[src/verilog/slave_timer_map.vh]
// Offsets, fields, opcodes and timing counts of the timer/interrupt block
`ifndef SLAVE_TIMER_MAP_VH
`define SLAVE_TIMER_MAP_VH
`define OFS_CMD        8'h00
`define OFS_COUNT      8'h04
`define OFS_STATUS     8'h08
`define OFS_PCSP       8'h0c
`define OFS_PORTS      8'h10
`define OFS_ACC        8'h14
`define CMD_OP_LSB     0
`define CMD_OP_MSB     4
`define CMD_ARG_LSB    8
`define CMD_ARG_MSB    15
`define ST_OVF         0
`define ST_EXT_PEND    1
`define ST_TMR_PEND    2
`define ST_IN_SERVICE  3
`define ST_EXT_EN      4
`define ST_TMR_EN      5
`define ST_RUNNING     6
`define ST_EVENT_MODE  7
`define ST_F0          8
`define ST_F1          9
`define ST_BANK        10
`define ST_IBF         11
`define ST_CMD_BUSY    12
`define ST_JTF_TAKEN   13
`define ST_HALTED      14
`define OP_NOP         5'h00
`define OP_EN_EXT      5'h01
`define OP_DIS_EXT     5'h02
`define OP_EN_TMR      5'h03
`define OP_DIS_TMR     5'h04
`define OP_START_EVENT 5'h05
`define OP_START_TIMER 5'h06
`define OP_STOP        5'h07
`define OP_LOAD_CNT    5'h08
`define OP_READ_CNT    5'h09
`define OP_JTF         5'h0a
`define OP_RETURN_RESTORE_STATUS        5'h0b
`define OP_SEL_RB0     5'h0c
`define OP_SEL_RB1     5'h0d
`define OP_CLR_F0      5'h10
`define OP_CPL_F0      5'h11
`define OP_CLR_F1      5'h12
`define OP_CPL_F1      5'h13
`define OP_IN_DBB      5'h14
`define OSC_DIV_LAST   2'd2
`define STATE_LAST     3'd4
`define PRESCALE_LAST  5'h1f
`define EVENT_GAP_MIN  2'd2
`define VEC_EXT        12'h003
`define VEC_TMR        12'h007
`define RST_PC         12'h000
`define RST_PORT       8'hff
`endif

[src/verilog/slave_timer_irq.v]
// Interrupt acceptance, timer/event counter and cycle timing core
// Operation
// Pending requests are sampled once per machine cycle, at cycle end.
// External request: finish instruction, push PC and status, go to 3.
// One level; acceptance reopens at second cycle of return-restore.
// Overflow requests also wait while any service is active.
// External wins a tie; overflow stays latched until after return.
// Overflow acceptance pushes PC and status, goes to address 7.
// One 8-bit up-counter, loadable and readable, timer or event.
// Reset stops counting but keeps the counter value.
// Increment past maximum wraps to zero, sets flag and request.
// Branch-on-flag instruction or reset clears the overflow flag.
// Event-mode start counts falling edges of the event pin.
// At most one event per three machine cycles; source keeps pace.
// Timer mode counts once every 32 machine-cycle ticks.
// State clock is oscillator over three; five states per cycle.
// Every instruction takes one or two machine cycles.
// Reset clears PC, SP, bank, ports, enables, counter run, flags; the code sets both port latches to 8'hff instead.
// Reset source holds reset long enough after power-up.
// Step input low halts after current instruction; high runs next.
// Stepping logic lets the cycle marker clear the step input.
// Event mode preset to maximum: one edge requests address 7.
// Select and write strobe both low set pending and input-full.
// Separate enables; a disabled request is not vectored.
// Stop instruction and reset freeze the counter until a start.
`timescale 1ns/1ps
`include "slave_timer_map.vh"
module slave_timer_irq (
  input  wire        clk,
  input  wire        rst,
  input  wire        ce,
  input  wire        psel,
  input  wire        penable,
  input  wire        pwrite,
  input  wire [7:0]  paddr,
  input  wire [31:0] pwdata,
  output reg  [31:0] prdata,
  output reg         pready,
  output reg         pslverr,
  input  wire        sel_n,
  input  wire        wr_n,
  input  wire        event_pin,
  input  wire        step_n,
  output reg         cycle_marker,
  output reg         ibf_flag,
  output reg  [7:0]  port1_latch,
  output reg  [7:0]  port2_latch
);
  localparam [1:0] PH_IDLE = 2'd0;
  localparam [1:0] PH_C1   = 2'd1;
  localparam [1:0] PH_C2   = 2'd2;

  reg  [1:0]  osc_div_ff;
  reg  [2:0]  state_ff;
  reg  [1:0]  phase_ff;
  reg  [4:0]  op_ff;
  reg         op_is_call_ff;
  reg  [7:0]  arg_ff;
  reg         cmd_valid_ff;
  reg  [4:0]  cmd_op_ff;
  reg  [7:0]  cmd_arg_ff;
  reg  [11:0] pc_ff;
  reg  [2:0]  sp_ff;
  reg  [15:0] stack_ff [0:7];
  reg         bank_ff;
  reg         f0_ff;
  reg         f1_ff;
  reg         ext_en_ff;
  reg         tmr_en_ff;
  reg         ext_pend_ff;
  reg         tmr_pend_ff;
  reg         in_service_ff;
  reg         ovf_flag_ff;
  reg         jtf_taken_ff;
  reg         running_ff;
  reg         event_mode_ff;
  reg  [7:0]  cnt_ff;
  reg  [7:0]  acc_ff;
  reg  [4:0]  pre_ff;
  reg  [1:0]  gap_ff;
  reg         ev_seen_ff;
  reg         event_prev_ff;
  reg         strobe_prev_ff;

  // State clock tick and machine cycle end
  // divide by three, five states
  wire st_tick  = ce && (osc_div_ff == `OSC_DIV_LAST);
  wire cyc_end  = st_tick && (state_ff == `STATE_LAST);

  // one or two machine cycles
  wire two_cyc  = op_is_call_ff || (op_ff == `OP_JTF) ||
                  (op_ff == `OP_RETURN_RESTORE_STATUS);
  wire fin      = cyc_end && ((phase_ff == PH_C1 && !two_cyc) ||
                              phase_ff == PH_C2);
  wire boundary = cyc_end && (phase_ff == PH_IDLE || fin);
  wire fin_op   = fin && !op_is_call_ff;
  wire do_return_restore_status  = fin_op && (op_ff == `OP_RETURN_RESTORE_STATUS);

  // single level, reopened in second return cycle
  // enables gate vectoring
  // decided only at cycle end
  wire can_take = boundary && step_n && !in_service_ff;
  wire take_ext = can_take && ext_en_ff && ext_pend_ff;
  // overflow waits for service and loses a tie
  wire take_tmr = can_take && !take_ext && tmr_en_ff && tmr_pend_ff;
  // step input gates every new start
  wire take_cmd = boundary && step_n && !take_ext && !take_tmr &&
                  cmd_valid_ff;

  wire [2:0]  sp_dec   = sp_ff - 3'd1;
  wire [15:0] pop_word = stack_ff[sp_dec];
  wire [2:0]  sp_base  = do_return_restore_status ? sp_dec : sp_ff;
  wire [11:0] pc_base  = do_return_restore_status ? pop_word[11:0] :
                         (fin_op ? pc_ff + 12'd1 : pc_ff);
  wire        f0_base  = do_return_restore_status ? pop_word[13] : f0_ff;
  wire        bank_base = do_return_restore_status ? pop_word[12] : bank_ff;

  // Counter inputs
  // prescale by 32 machine cycles
  wire tmr_go   = cyc_end && running_ff && !event_mode_ff &&
                  (pre_ff == `PRESCALE_LAST);
  // falling edge of the event pin
  wire ev_fall  = event_prev_ff && !event_pin;
  // counted at most once per three cycles
  wire ev_go    = cyc_end && running_ff && event_mode_ff && ev_seen_ff &&
                  (gap_ff >= `EVENT_GAP_MIN);
  wire inc      = tmr_go || ev_go;
  wire load_cnt = fin_op && (op_ff == `OP_LOAD_CNT);
  // wrap from maximum raises flag and request
  wire ovf      = inc && !load_cnt && (cnt_ff == 8'hff);

  // both strobes low recognised on their arrival
  wire strobe   = !sel_n && !wr_n;
  wire ext_req  = strobe && !strobe_prev_ff;

  // APB decode
  wire setup    = psel && !penable;
  wire wr_go    = psel && penable && pwrite && pready;
  wire a_cmd    = (paddr == `OFS_CMD);
  wire a_ports  = (paddr == `OFS_PORTS);
  wire mapped   = a_cmd || a_ports || (paddr == `OFS_COUNT) ||
                  (paddr == `OFS_STATUS) || (paddr == `OFS_PCSP) ||
                  (paddr == `OFS_ACC);

  reg [31:0] rd_mux;
  reg [15:0] status_w;
  always @* begin
    status_w = 16'h0000;
    status_w[`ST_OVF]        = ovf_flag_ff;
    status_w[`ST_EXT_PEND]   = ext_pend_ff;
    status_w[`ST_TMR_PEND]   = tmr_pend_ff;
    status_w[`ST_IN_SERVICE] = in_service_ff;
    status_w[`ST_EXT_EN]     = ext_en_ff;
    status_w[`ST_TMR_EN]     = tmr_en_ff;
    status_w[`ST_RUNNING]    = running_ff;
    status_w[`ST_EVENT_MODE] = event_mode_ff;
    status_w[`ST_F0]         = f0_ff;
    status_w[`ST_F1]         = f1_ff;
    status_w[`ST_BANK]       = bank_ff;
    status_w[`ST_IBF]        = ibf_flag;
    status_w[`ST_CMD_BUSY]   = cmd_valid_ff;
    status_w[`ST_JTF_TAKEN]  = jtf_taken_ff;
    status_w[`ST_HALTED]     = !step_n;
    case (paddr)
      `OFS_CMD:    rd_mux = {16'h0000, cmd_arg_ff, 3'b000, cmd_op_ff};
      `OFS_COUNT:  rd_mux = {24'h000000, cnt_ff};
      `OFS_STATUS: rd_mux = {16'h0000, status_w};
      `OFS_PCSP:   rd_mux = {13'h0000, sp_ff, 4'h0, pc_ff};
      `OFS_PORTS:  rd_mux = {16'h0000, port2_latch, port1_latch};
      `OFS_ACC:    rd_mux = {24'h000000, acc_ff};
      default:     rd_mux = 32'h00000000;
    endcase
  end

  // Bus slave: answer in the first access cycle
  always @(posedge clk) begin
    if (rst) begin
      pready  <= 1'b0;
      pslverr <= 1'b0;
      prdata  <= 32'h00000000;
    end else if (ce) begin
      pready  <= setup;
      // Error may only stand beside ready
      pslverr <= 1'b0;
      if (setup) begin
        prdata  <= pwrite ? 32'h00000000 : rd_mux;
        // Busy command slot refuses rather than silently dropping
        pslverr <= !mapped ||
                   (pwrite && !a_cmd && !a_ports) ||
                   (pwrite && a_cmd && cmd_valid_ff);
      end
    end
  end

  // Cycle timing and the cycle marker
  always @(posedge clk) begin
    if (rst) begin
      osc_div_ff   <= 2'd0;
      state_ff     <= 3'd0;
      cycle_marker <= 1'b0;
    end else if (ce) begin
      osc_div_ff <= (osc_div_ff == `OSC_DIV_LAST) ? 2'd0 :
                    osc_div_ff + 2'd1;
      if (st_tick) begin
        state_ff     <= (state_ff == `STATE_LAST) ? 3'd0 :
                        state_ff + 3'd1;
        // Marker spans state 1 of each cycle
        cycle_marker <= (state_ff == 3'd0);
      end
    end
  end

  // Command slot, port latches
  always @(posedge clk) begin
    if (rst) begin
      cmd_valid_ff <= 1'b0;
      cmd_op_ff    <= `OP_NOP;
      cmd_arg_ff   <= 8'h00;
      // ports back to input mode
      port1_latch  <= `RST_PORT;
      port2_latch  <= `RST_PORT;
    end else if (ce) begin
      if (take_cmd)
        cmd_valid_ff <= 1'b0;
      else if (wr_go && a_cmd && !cmd_valid_ff) begin
        cmd_valid_ff <= 1'b1;
        cmd_op_ff    <= pwdata[`CMD_OP_MSB:`CMD_OP_LSB];
        cmd_arg_ff   <= pwdata[`CMD_ARG_MSB:`CMD_ARG_LSB];
      end
      if (wr_go && a_ports) begin
        port1_latch <= pwdata[7:0];
        port2_latch <= pwdata[15:8];
      end
    end
  end

  // Sequencer, stack and status flags
  always @(posedge clk) begin
    if (rst) begin
      phase_ff      <= PH_IDLE;
      op_ff         <= `OP_NOP;
      op_is_call_ff <= 1'b0;
      arg_ff        <= 8'h00;
      // reset initialisation
      pc_ff         <= `RST_PC;
      sp_ff         <= 3'd0;
      bank_ff       <= 1'b0;
      f0_ff         <= 1'b0;
      f1_ff         <= 1'b0;
      ext_en_ff     <= 1'b0;
      tmr_en_ff     <= 1'b0;
      in_service_ff <= 1'b0;
      jtf_taken_ff  <= 1'b0;
      acc_ff        <= 8'h00;
    end else if (ce) begin
      if (cyc_end) begin
        if (phase_ff == PH_C1 && two_cyc)
          phase_ff <= PH_C2;
        else if (boundary)
          phase_ff <= (take_ext || take_tmr || take_cmd) ? PH_C1 : PH_IDLE;
      end
      // service ends at the end of the first cycle of return-restore
      if (cyc_end && phase_ff == PH_C1 && !op_is_call_ff &&
          op_ff == `OP_RETURN_RESTORE_STATUS)
        in_service_ff <= 1'b0;
      pc_ff   <= pc_base;
      sp_ff   <= sp_base;
      f0_ff   <= f0_base;
      bank_ff <= bank_base;
      if (fin_op) begin
        case (op_ff)
          `OP_EN_EXT:   ext_en_ff <= 1'b1;
          `OP_DIS_EXT:  ext_en_ff <= 1'b0;
          `OP_EN_TMR:   tmr_en_ff <= 1'b1;
          `OP_DIS_TMR:  tmr_en_ff <= 1'b0;
          // read counter into accumulator
          `OP_READ_CNT: acc_ff <= cnt_ff;
          // branch tests the flag
          `OP_JTF:      jtf_taken_ff <= ovf_flag_ff;
          `OP_SEL_RB0:  bank_ff <= 1'b0;
          `OP_SEL_RB1:  bank_ff <= 1'b1;
          `OP_CLR_F0:   f0_ff <= 1'b0;
          `OP_CPL_F0:   f0_ff <= !f0_ff;
          `OP_CLR_F1:   f1_ff <= 1'b0;
          `OP_CPL_F1:   f1_ff <= !f1_ff;
          default:      acc_ff <= acc_ff;
        endcase
      end
      if (take_ext || take_tmr) begin
        // push PC and status high bits, then vector
        stack_ff[sp_base] <= {2'b00, f0_base, bank_base, pc_base};
        sp_ff         <= sp_base + 3'd1;
        pc_ff         <= take_ext ? `VEC_EXT : `VEC_TMR;
        in_service_ff <= 1'b1;
        op_is_call_ff <= 1'b1;
        op_ff         <= `OP_NOP;
      end else if (take_cmd) begin
        op_is_call_ff <= 1'b0;
        op_ff         <= cmd_op_ff;
        arg_ff        <= cmd_arg_ff;
      end
    end
  end

  // Requests, flags and the counter
  always @(posedge clk) begin
    if (rst) begin
      ext_pend_ff    <= 1'b0;
      tmr_pend_ff    <= 1'b0;
      ibf_flag       <= 1'b0;
      // reset clears the overflow flag
      ovf_flag_ff    <= 1'b0;
      // reset stops counting, value kept
      running_ff     <= 1'b0;
      event_mode_ff  <= 1'b0;
      pre_ff         <= 5'h00;
      gap_ff         <= 2'd0;
      ev_seen_ff     <= 1'b0;
      event_prev_ff  <= 1'b1;
      strobe_prev_ff <= 1'b0;
    end else if (ce) begin
      event_prev_ff  <= event_pin;
      strobe_prev_ff <= strobe;
      // new request sets pending and input-full; set wins
      if (ext_req)
        ext_pend_ff <= 1'b1;
      else if (take_ext)
        ext_pend_ff <= 1'b0;
      if (ext_req)
        ibf_flag <= 1'b1;
      else if (fin_op && op_ff == `OP_IN_DBB)
        ibf_flag <= 1'b0;
      // overflow request stays latched until taken
      if (ovf)
        tmr_pend_ff <= 1'b1;
      else if (take_tmr)
        tmr_pend_ff <= 1'b0;
      // branch clears flag, a fresh overflow wins
      if (ovf)
        ovf_flag_ff <= 1'b1;
      else if (fin_op && op_ff == `OP_JTF)
        ovf_flag_ff <= 1'b0;
      if (cyc_end)
        pre_ff <= pre_ff + 5'h01;
      if (ev_go)
        gap_ff <= 2'd0;
      else if (cyc_end && gap_ff != 2'd3)
        gap_ff <= gap_ff + 2'd1;
      // extra edges inside the gap merge into one count
      if (ev_fall && running_ff && event_mode_ff)
        ev_seen_ff <= 1'b1;
      else if (ev_go)
        ev_seen_ff <= 1'b0;
      if (fin_op) begin
        case (op_ff)
          // event mode start
          `OP_START_EVENT: begin
            running_ff    <= 1'b1;
            event_mode_ff <= 1'b1;
            ev_seen_ff    <= 1'b0;
            gap_ff        <= 2'd3;
          end
          // timer mode start restarts the prescaler
          `OP_START_TIMER: begin
            running_ff    <= 1'b1;
            event_mode_ff <= 1'b0;
            pre_ff        <= 5'h00;
          end
          // stop freezes the counter
          `OP_STOP:        running_ff <= 1'b0;
          default:         running_ff <= running_ff;
        endcase
      end
    end
  end

  // Counter holds no reset so its value survives one
  // load beats increment; wrap is natural
  always @(posedge clk) begin
    if (ce) begin
      if (load_cnt)
        cnt_ff <= arg_ff;
      else if (inc)
        cnt_ff <= cnt_ff + 8'h01;
    end
  end

endmodule // slave_timer_irq

[config.mk]
export PLATFORM = sky130hd
export DESIGN_NAME = slave_timer_irq
export DESIGN_NICKNAME = d
export VERILOG_FILES = /design/src/verilog/slave_timer_irq.v
export VERILOG_INCLUDE_DIRS = /design/src /design/src/verilog
export SDC_FILE = /design/constraint.sdc
export NUM_CORES = 1
export LEC_CHECK = 0
export BUFFER_PORTS_ARGS = -buffer_cell sky130_fd_sc_hd__buf_2
export CELL_PAD_IN_SITES_DETAIL_PLACEMENT = 2
export CELL_PAD_IN_SITES_GLOBAL_PLACEMENT = 2
export CORE_ASPECT_RATIO = 1.75
export CORE_MARGIN = 10
export CORE_UTILIZATION = 43
export CTS_CLUSTER_DIAMETER = 100
export CTS_CLUSTER_SIZE = 28
export DETAILED_ROUTE_END_ITERATION = 12
export PLACE_DENSITY_LB_ADDON = 0.1
export SKIP_LAST_GASP = 1
export SLEW_MARGIN = 20
export SYNTH_ARGS = -nofsm -noshare
export SYNTH_HDL_FRONTEND = slang
export SYNTH_SLANG_ARGS = --single-unit
[constraint.sdc]
create_clock -name clk -period 7.85 [get_ports clk]
set_input_delay 1.57 -clock clk [delete_from_list [all_inputs] [get_ports clk]]
set_output_delay 1.57 -clock clk [all_outputs]
set_load 0.005 [all_outputs]
==> results_dict.tcl, run 1 <==
set metrics [dict create \
    status "completed" \
    io_pins 102 \
    cts-htree-levels 1 \
    grt_pass1_wl_um 50900 \
    hold_viol 0 \
    hold_buffers 0 \
    path_max_fanout 17 \
    dieArea_um2 31900 \
    required_ns 8.01 \
    die_x_um 139 \
    synth_xor_area_share_pct 1.55 \
    tns_ns 0 \
    synthMuxAreaShare_pct 11.8 \
    yosysTopAreaCell "edfxtp_1" \
    synth_top_area_share_pct 33.6 \
    yosysSeqAreaShare_pct 55.9 \
    synth_compound_area_share_pct 11.4 \
    clk_latency_ns 0.50 \
    wl_per_cell_um 25.8 \
    cts_sinks 239 \
    drtIter0Drc 336 \
    routed_wirelength_um 32600 \
    setup_viol 0 \
    syn_avg_cell_area_um2 11.8 \
    cts_resized 0 \
    detail-route-antenna-nets 0 \
    synth_simple_gate_area_share_pct 14.2 \
    cts-buffers-inserted 12 \
    synth_flop_cell "edfxtp_1" \
    routabilityCongestion 0.877 \
    viasPerCell 5.93 \
    core_um2 24600 \
    drv_slew 0 \
    synthArstFlopShare_pct 0 \
    start_util_pct 43.5 \
    fp.dieH_um 229 \
    finalClockSkew_ns 0.0330 \
    firstDrtPassIters 4 \
    critPathArrivalTime_ns 4.69 \
    p_per_area_nw_per_um2 178 \
    ys_ff_latch 239 \
    fin_crit_ns 4.52 \
    cts_tree "yes" \
    dp.cells 1247 \
    synth.top_cells.by_area "edfxtp_1, dfxtp_1, mux4_2" \
    overflow 0 \
    timing.hold.ws_ns 0.464 \
    yosys.area_share.adder_pct 1.17 \
    tightest_slew_ns 0.966 \
    max_freq_ghz 0.221 \
    antenna_cells 0 \
    fp-row-count 76 \
    relSlewSlack_pct 35.2 \
    grt_usage_pct 20.0 \
    drcViolationCount 0 \
    fin_util_pct 47.3 \
    post-route-period-util_pct 57.6 \
    drive_above_1_share_pct 16.3 \
    dp_hpwl_um 24700 \
    rsz0062_at_grt "false" \
    cap_violations 0 \
    synth_edf_count 120 \
    synth_cells 905 \
    syn_to_final_growth_pct 8.75 \
    final_cells 1267 \
    cts_buffer_depth 3 \
    grt_pass1_vias 8528 \
    irDropWorstVdd_mv 0.216 \
    postCtsSetupRepairBufs 0 \
    cp-end-kind "register" \
    design_power_total_mw 2.07 \
    fin_nets 1009 \
    antenna_found_initial 0 \
    synth_top_family_by_area "simple AND/OR/NAND/NOR gates" \
    crit_path_start_kind "primary input" \
    cts_root_buf "clkbuf_16" \
    crit_type "primary input to register" \
    num_vias 7518 \
    netlist_area_um2 10700 \
    portBuffers 72 \
    synthDistinctLibCells 67 \
    clk_pin_slew_ns 0.10 \
    p_leak_nw 3.91 \
    grt_max_degree 76 \
    synth_warnings 0 \
    hold_path.class "register to register" \
]
layer usage:
| layer | global-route usage (%) | routed length, µm | share of wire (%) |
|---|---|---|---|
| met5 | 0 | 0 | 0 |
| met4 | 7.53 | 1170 | 3.6 |
| met3 | 2.12 | 867 | 2.7 |
| met2 | 39.8 | 18700 | 57 |
| met1 | 20.4 | 11900 | 37 |
worst max-delay path: stages:
cell and delay [ns]:
buf_2 0.31, and3b_1 0.48, nand2_1 0.54, nor3_1 0.89, nand4b_1 0.26, a21oi_1 0.29, buf_4 0.32
state kept, by name, indices dropped and copies added (netlist names), 2 cells and up:
name and count:
stack_ff 112, prdata 19, pc_ff 12, acc_ff 8
arg_ff 8, cmd_arg_ff 8, cnt_ff 8, port1_latch 8
port2_latch 8, cmd_op_ff 5, op_ff 5, pre_ff 5
sp_ff 3, state_ff 3, gap_ff 2, osc_div_ff 2
phase_ff 2
worst paths after layout:
kind	startpoint	end	slack, ns	cells past startpoint
worst max-delay path	ce	stack_ff[3][12]	3.33	7
worst min register to register	prdata[16]	prdata[16]	0.46	2
worst min-delay path	prdata[16]	prdata[16]	0.46	2
worst max register to register	sp_ff[0]	pc_ff[3]	4.23	9
Yosys cell counts, types with 6 or more instances:
| library cell | n |
|---|---|
| mux2_2 | 6 |
| xor2_1 | 8 |
| inv_1 | 17 |
| ha_1 | 10 |
| mux4_2 | 32 |
| nor2_1 | 81 |
| clkbuf_1 | 36 |
| nand2_1 | 45 |
| a31oi_1 | 9 |
| nor3_1 | 14 |
| nor2b_1 | 25 |
| xnor2_1 | 11 |
| o21ai_0 | 25 |
| a22oi_1 | 16 |
| dfxtp_1 | 119 |
| a211oi_1 | 13 |
| edfxtp_1 | 120 |
| nor4_1 | 10 |
| nand4_1 | 14 |
| buf_4 | 14 |
| nand2b_1 | 7 |
| mux2i_1 | 48 |
| nand3_1 | 23 |
| or3_1 | 7 |
| a22o_1 | 15 |
| a211o_1 | 18 |
| nand3b_1 | 14 |
| a21oi_1 | 59 |
| buf_2 | 9 |
kinds of logic (layout without fill, tap and decap cells):
logic type               count (synthesis)  in the layout
XOR/XNOR                                19             19
multiplexers                            86             86
buffers and inverters                   87            125
AND/OR/NAND/NOR                        281            281
AO/OA/AOI/OAI                          182            182
adder cells (fa/ha/maj)                 10             10
other                                    1             13
flip-flops                             239            239
power breakdown:
part           switching [mW]  total, mW  internal, mW
combinational          0.0365     0.0533        0.0168
clock                   0.400      0.716         0.316
sequential            0.00313       1.30          1.30
stage by stage:
step                cell area, µm²  worst slack (ns)
detailed placement           11300              2.89
floorplan                    10800              3.76
finish                       11600              3.33
CTS                          11600              3.31
global route                 11600              3.22
global placement             11300              3.10
cell usage in the layout, fill, tap and decap left out, types with 15 or more instances in the layout:
cell and count:
mux2i_1 48, nand2_1 45, edfxtp_1 120, nand3_1 23, dfxtp_1 119, nor2_1 81
a21oi_1 59, a22o_1 15, buf_4 15, o21ai_0 25, mux4_2 32, nor2b_1 25
a22oi_1 16, a211o_1 18, buf_2 71, inv_1 17
cell type report:
| type | count | area, µm² |
|---|---|---|
| Fill cell | 2493 | 13000 |
| Sequential cell | 239 | 5990 |
| Multi-Input combinational cell | 591 | 4370 |
| Timing Repair Buffer | 86 | 468 |
| Tap cell | 312 | 390 |
| Clock buffer | 19 | 348 |
| Inverter | 19 | 71.3 |
| Clock inverter | 1 | 16.3 |
Power figures use the tool's default switching activity.
==> run 2: changes to the inputs <==
Settings changed: ABC_AREA set to 1, CORE_UTILIZATION 43 to 37.
Clock period 7.85 ns to 4.5 ns, I/O delays scaled along.
==> run 2 against run 1 <==
Against the previous run:
- hold slack gained 0.011 ns
- critical endpoint is now stack_ff[7][0]
- cell count up 29%
- critical path depth rose by 4
- flip-flop and latch count did not move
- first-iteration DRC count increased by 26%
- combinational power is 60% higher
==> results_dict.tcl, run 2 <==
set metrics [dict create \
    finalClockSkew_ns 0.0240 \
    cp-end-kind "register" \
    fill_cells 3248 \
    syn_avg_cell_area_um2 8.90 \
    cts_sinks 239 \
    top_regs "stack_ff x112, prdata x19, pc_ff x12" \
    p_switching_uw 800 \
    path_max_fanout 24 \
    seq_power_share_pct 62.3 \
    setup_viol 0 \
    postCtsSetupRepairBufs 0 \
    wl_met1_um 13100 \
    synth_edf_count 120 \
    reg2reg_depth 10 \
    dieArea_um2 36400 \
    wl_met2_um 20800 \
    design_area_um2 11800 \
    largest_register_ff_count 112 \
    num_vias 8592 \
    cts-htree-levels 1 \
    dp_hpwl_um 27000 \
    yosysTopAreaCell "edfxtp_1" \
    synth_warnings 0 \
    cap_violations 0 \
    route.met3.wl_um 706 \
    tightest_slew_ns 0.933 \
    antenna_found_initial 0 \
    firstDrtPassIters 4 \
    hold_buffers 0 \
    antenna_cells 0 \
    routed_wirelength_um 35900 \
    viasPerCell 5.25 \
    swShare_pct 21.9 \
    portBuffers 72 \
    cts_buffer_depth 3 \
    synth_top_area_share_pct 33.7 \
    yosysSeqAreaShare_pct 55.9 \
    wl_per_cell_um 21.9 \
    synth_cells 1202 \
    hold_path_end "prdata[1]" \
    grt_max_degree 62 \
    crit_type "primary input to register" \
    core_um2 28600 \
    tns_ns 0 \
    post-route-period-util_pct 74.8 \
    status "completed" \
    fin_nets 1314 \
    clkPwrFrac_pct 35.3 \
    netlist_top_cells_count "nand2_1, nor2_1, edfxtp_1" \
    intPower_mw 2.84 \
    cts-buffers-inserted 12 \
    drive_above_1_share_pct 12.1 \
    syn_to_final_growth_pct 9.90 \
    max_freq_ghz 0.297 \
    path_cells "buf_2 > nand2_4 > nor2_8 > nand2_4 > inv_4 > nand3_4 > nor2_8 > xor2_2 > nand2_1 > nor2_1 > buf_4" \
    reg2reg_from "op_ff[4]" \
    io_pins 102 \
    fin_util_pct 41.1 \
    p_leak_nw 4.23 \
    highest_layer "met4" \
    clk_latency_ns 0.50 \
    grt_pass1_vias 9413 \
    rsz0062_at_grt "false" \
    drv_slew 0 \
    final_common_cell "nand2_1" \
    grt_usage_pct 19.5 \
    start_util_pct 37.4 \
    regToRegEndpoint "stack_ff[7][0]" \
    hold_path.class "register to register" \
    routabilityCongestion 0.845 \
    fin_crit_ns 3.37 \
    required_ns 4.71 \
    synthDistinctLibCells 50 \
    critPathSlowestCell "nor2_1" \
    hold_viol 0 \
    irDropWorstVdd_mv 0.250 \
    fp-row-count 82 \
    ff_latch_area_um2 5990 \
    fp.dieH_um 245 \
    drtIter0Drc 424 \
    detail-route-antenna-nets 0 \
    top_register "stack_ff" \
    synth_flop_cell "edfxtp_1" \
    synthArstFlopShare_pct 0 \
    cts_tree "yes" \
    ff2ff_setup_slack_ns 1.13 \
    crit_path_start_kind "primary input" \
    drcViolationCount 0 \
    clk_pin_slew_ns 0.12 \
    yosysMostFrequentCell "nand2_1" \
    multi_input_area_um2 4060 \
    ys_ff_latch 239 \
    cts_resized 0 \
    p_per_area_nw_per_um2 310 \
    combPwrFrac_pct 2.3 \
    synth.top_cells.by_area "edfxtp_1, dfxtp_1, nand2_1" \
    die_x_um 149 \
    netlist_area_um2 10700 \
    critPathArrivalTime_ns 3.58 \
    slowest_delay_ns 0.58 \
    min_from "prdata[1]" \
    holdPathStages 2 \
    overflow 0 \
    relSlewSlack_pct 37.5 \
    postPlaceCellArea_um2 11400 \
    cts_root_buf "clkbuf_16" \
    mostFrequentLayoutCells "nand2_1, nor2_1, edfxtp_1" \
    grt_pass1_wl_um 55400 \
]
==> run 2: changes by cell type after synthesis, sizes merged, moves of 13 or more <==
cell / delta
nor3: +15
o22ai: +28
nand2: +208
a22o: -14
a211o: -18
a21oi: +18
nor2b: -25
inv: +74
mux2i: -48
o21ai: +97
mux4: -32
nand3: +40
nor2: +65
nand3b: -13
==> run 2: worst max path at each step <==
stage / from / endpoint / slack [ns] / depth (start not counted)
2_1_floorplan: ce / stack_ff[1][0] / 1.39 / 13
3_3_place_gp: ce / stack_ff[7][0] / 0.64 / 11
3_5_place_dp: ce / stack_ff[7][3] / 0.53 / 11
4_1_cts: op_ff[4] / stack_ff[7][6] / 1.07 / 10
5_1_grt: state_ff[0] / stack_ff[7][6] / 0.90 / 12
6_report: ce / stack_ff[7][0] / 1.13 / 11
==> run 2: cell type report <==
class	count	share of cell area [%]
multi-input combinational	814	34.5
tap	378	4.02
clock buffer	19	2.96
clock inverter	1	0.138
inverter	92	2.96
sequential	239	50.9
timing repair buffer	95	4.53
==> run 2: worst max-delay path: cells and delay by family <==
family / cells / cell delay (ns)
simple gates: 7 / 1.74
buf+inv: 3 / 0.65
xor+xnor: 1 / 0.27
==> run 2: metal layers <==
metal | global-route usage (%) | vias up
li1 | - | 4158
met5 | 0 | -
met4 | 7.46 | 0
met2 | 39.1 | 98
met3 | 1.64 | 48
met1 | 20.0 | 4288
==> run 2: power by group through the flow <==
stage / Clock, mW / Sequential [mW] / Combinational [mW]
after floorplan: 0 / 2.32 / 0.0535
after CTS: 1.34 / 2.27 / 0.0870
after global routing: 1.39 / 2.27 / 0.0960
after global placement: 0 / 2.32 / 0.0853
after detailed placement: 0 / 2.32 / 0.0868
final: 1.29 / 2.27 / 0.0855
==> run 2: kinds of logic (layout without fill, tap and decap cells) <==
logic type	Yosys count	in the layout	synth area share (%)
other cells	1	13	0.0350
fa+ha+maj	10	10	1.17
simple gates	506	506	20.6
xor+xnor	22	22	1.87
flops	239	239	55.9
compound gates	260	260	13.5
buf+inv	161	207	6.58
mux	3	3	0.316
==> run 2: metrics by stage <==
stage,setup WS [ns],cells,power [mW],hold slack (ns)
6_report,1.13,1638,3.64,0.475
3_3_place_gp,0.640,1618,2.41,0.448
2_1_floorplan,1.39,1214,2.37,0.429
3_5_place_dp,0.534,1618,2.41,0.460
4_1_cts,1.07,1638,3.70,0.480
5_1_grt,0.902,1638,3.76,0.498
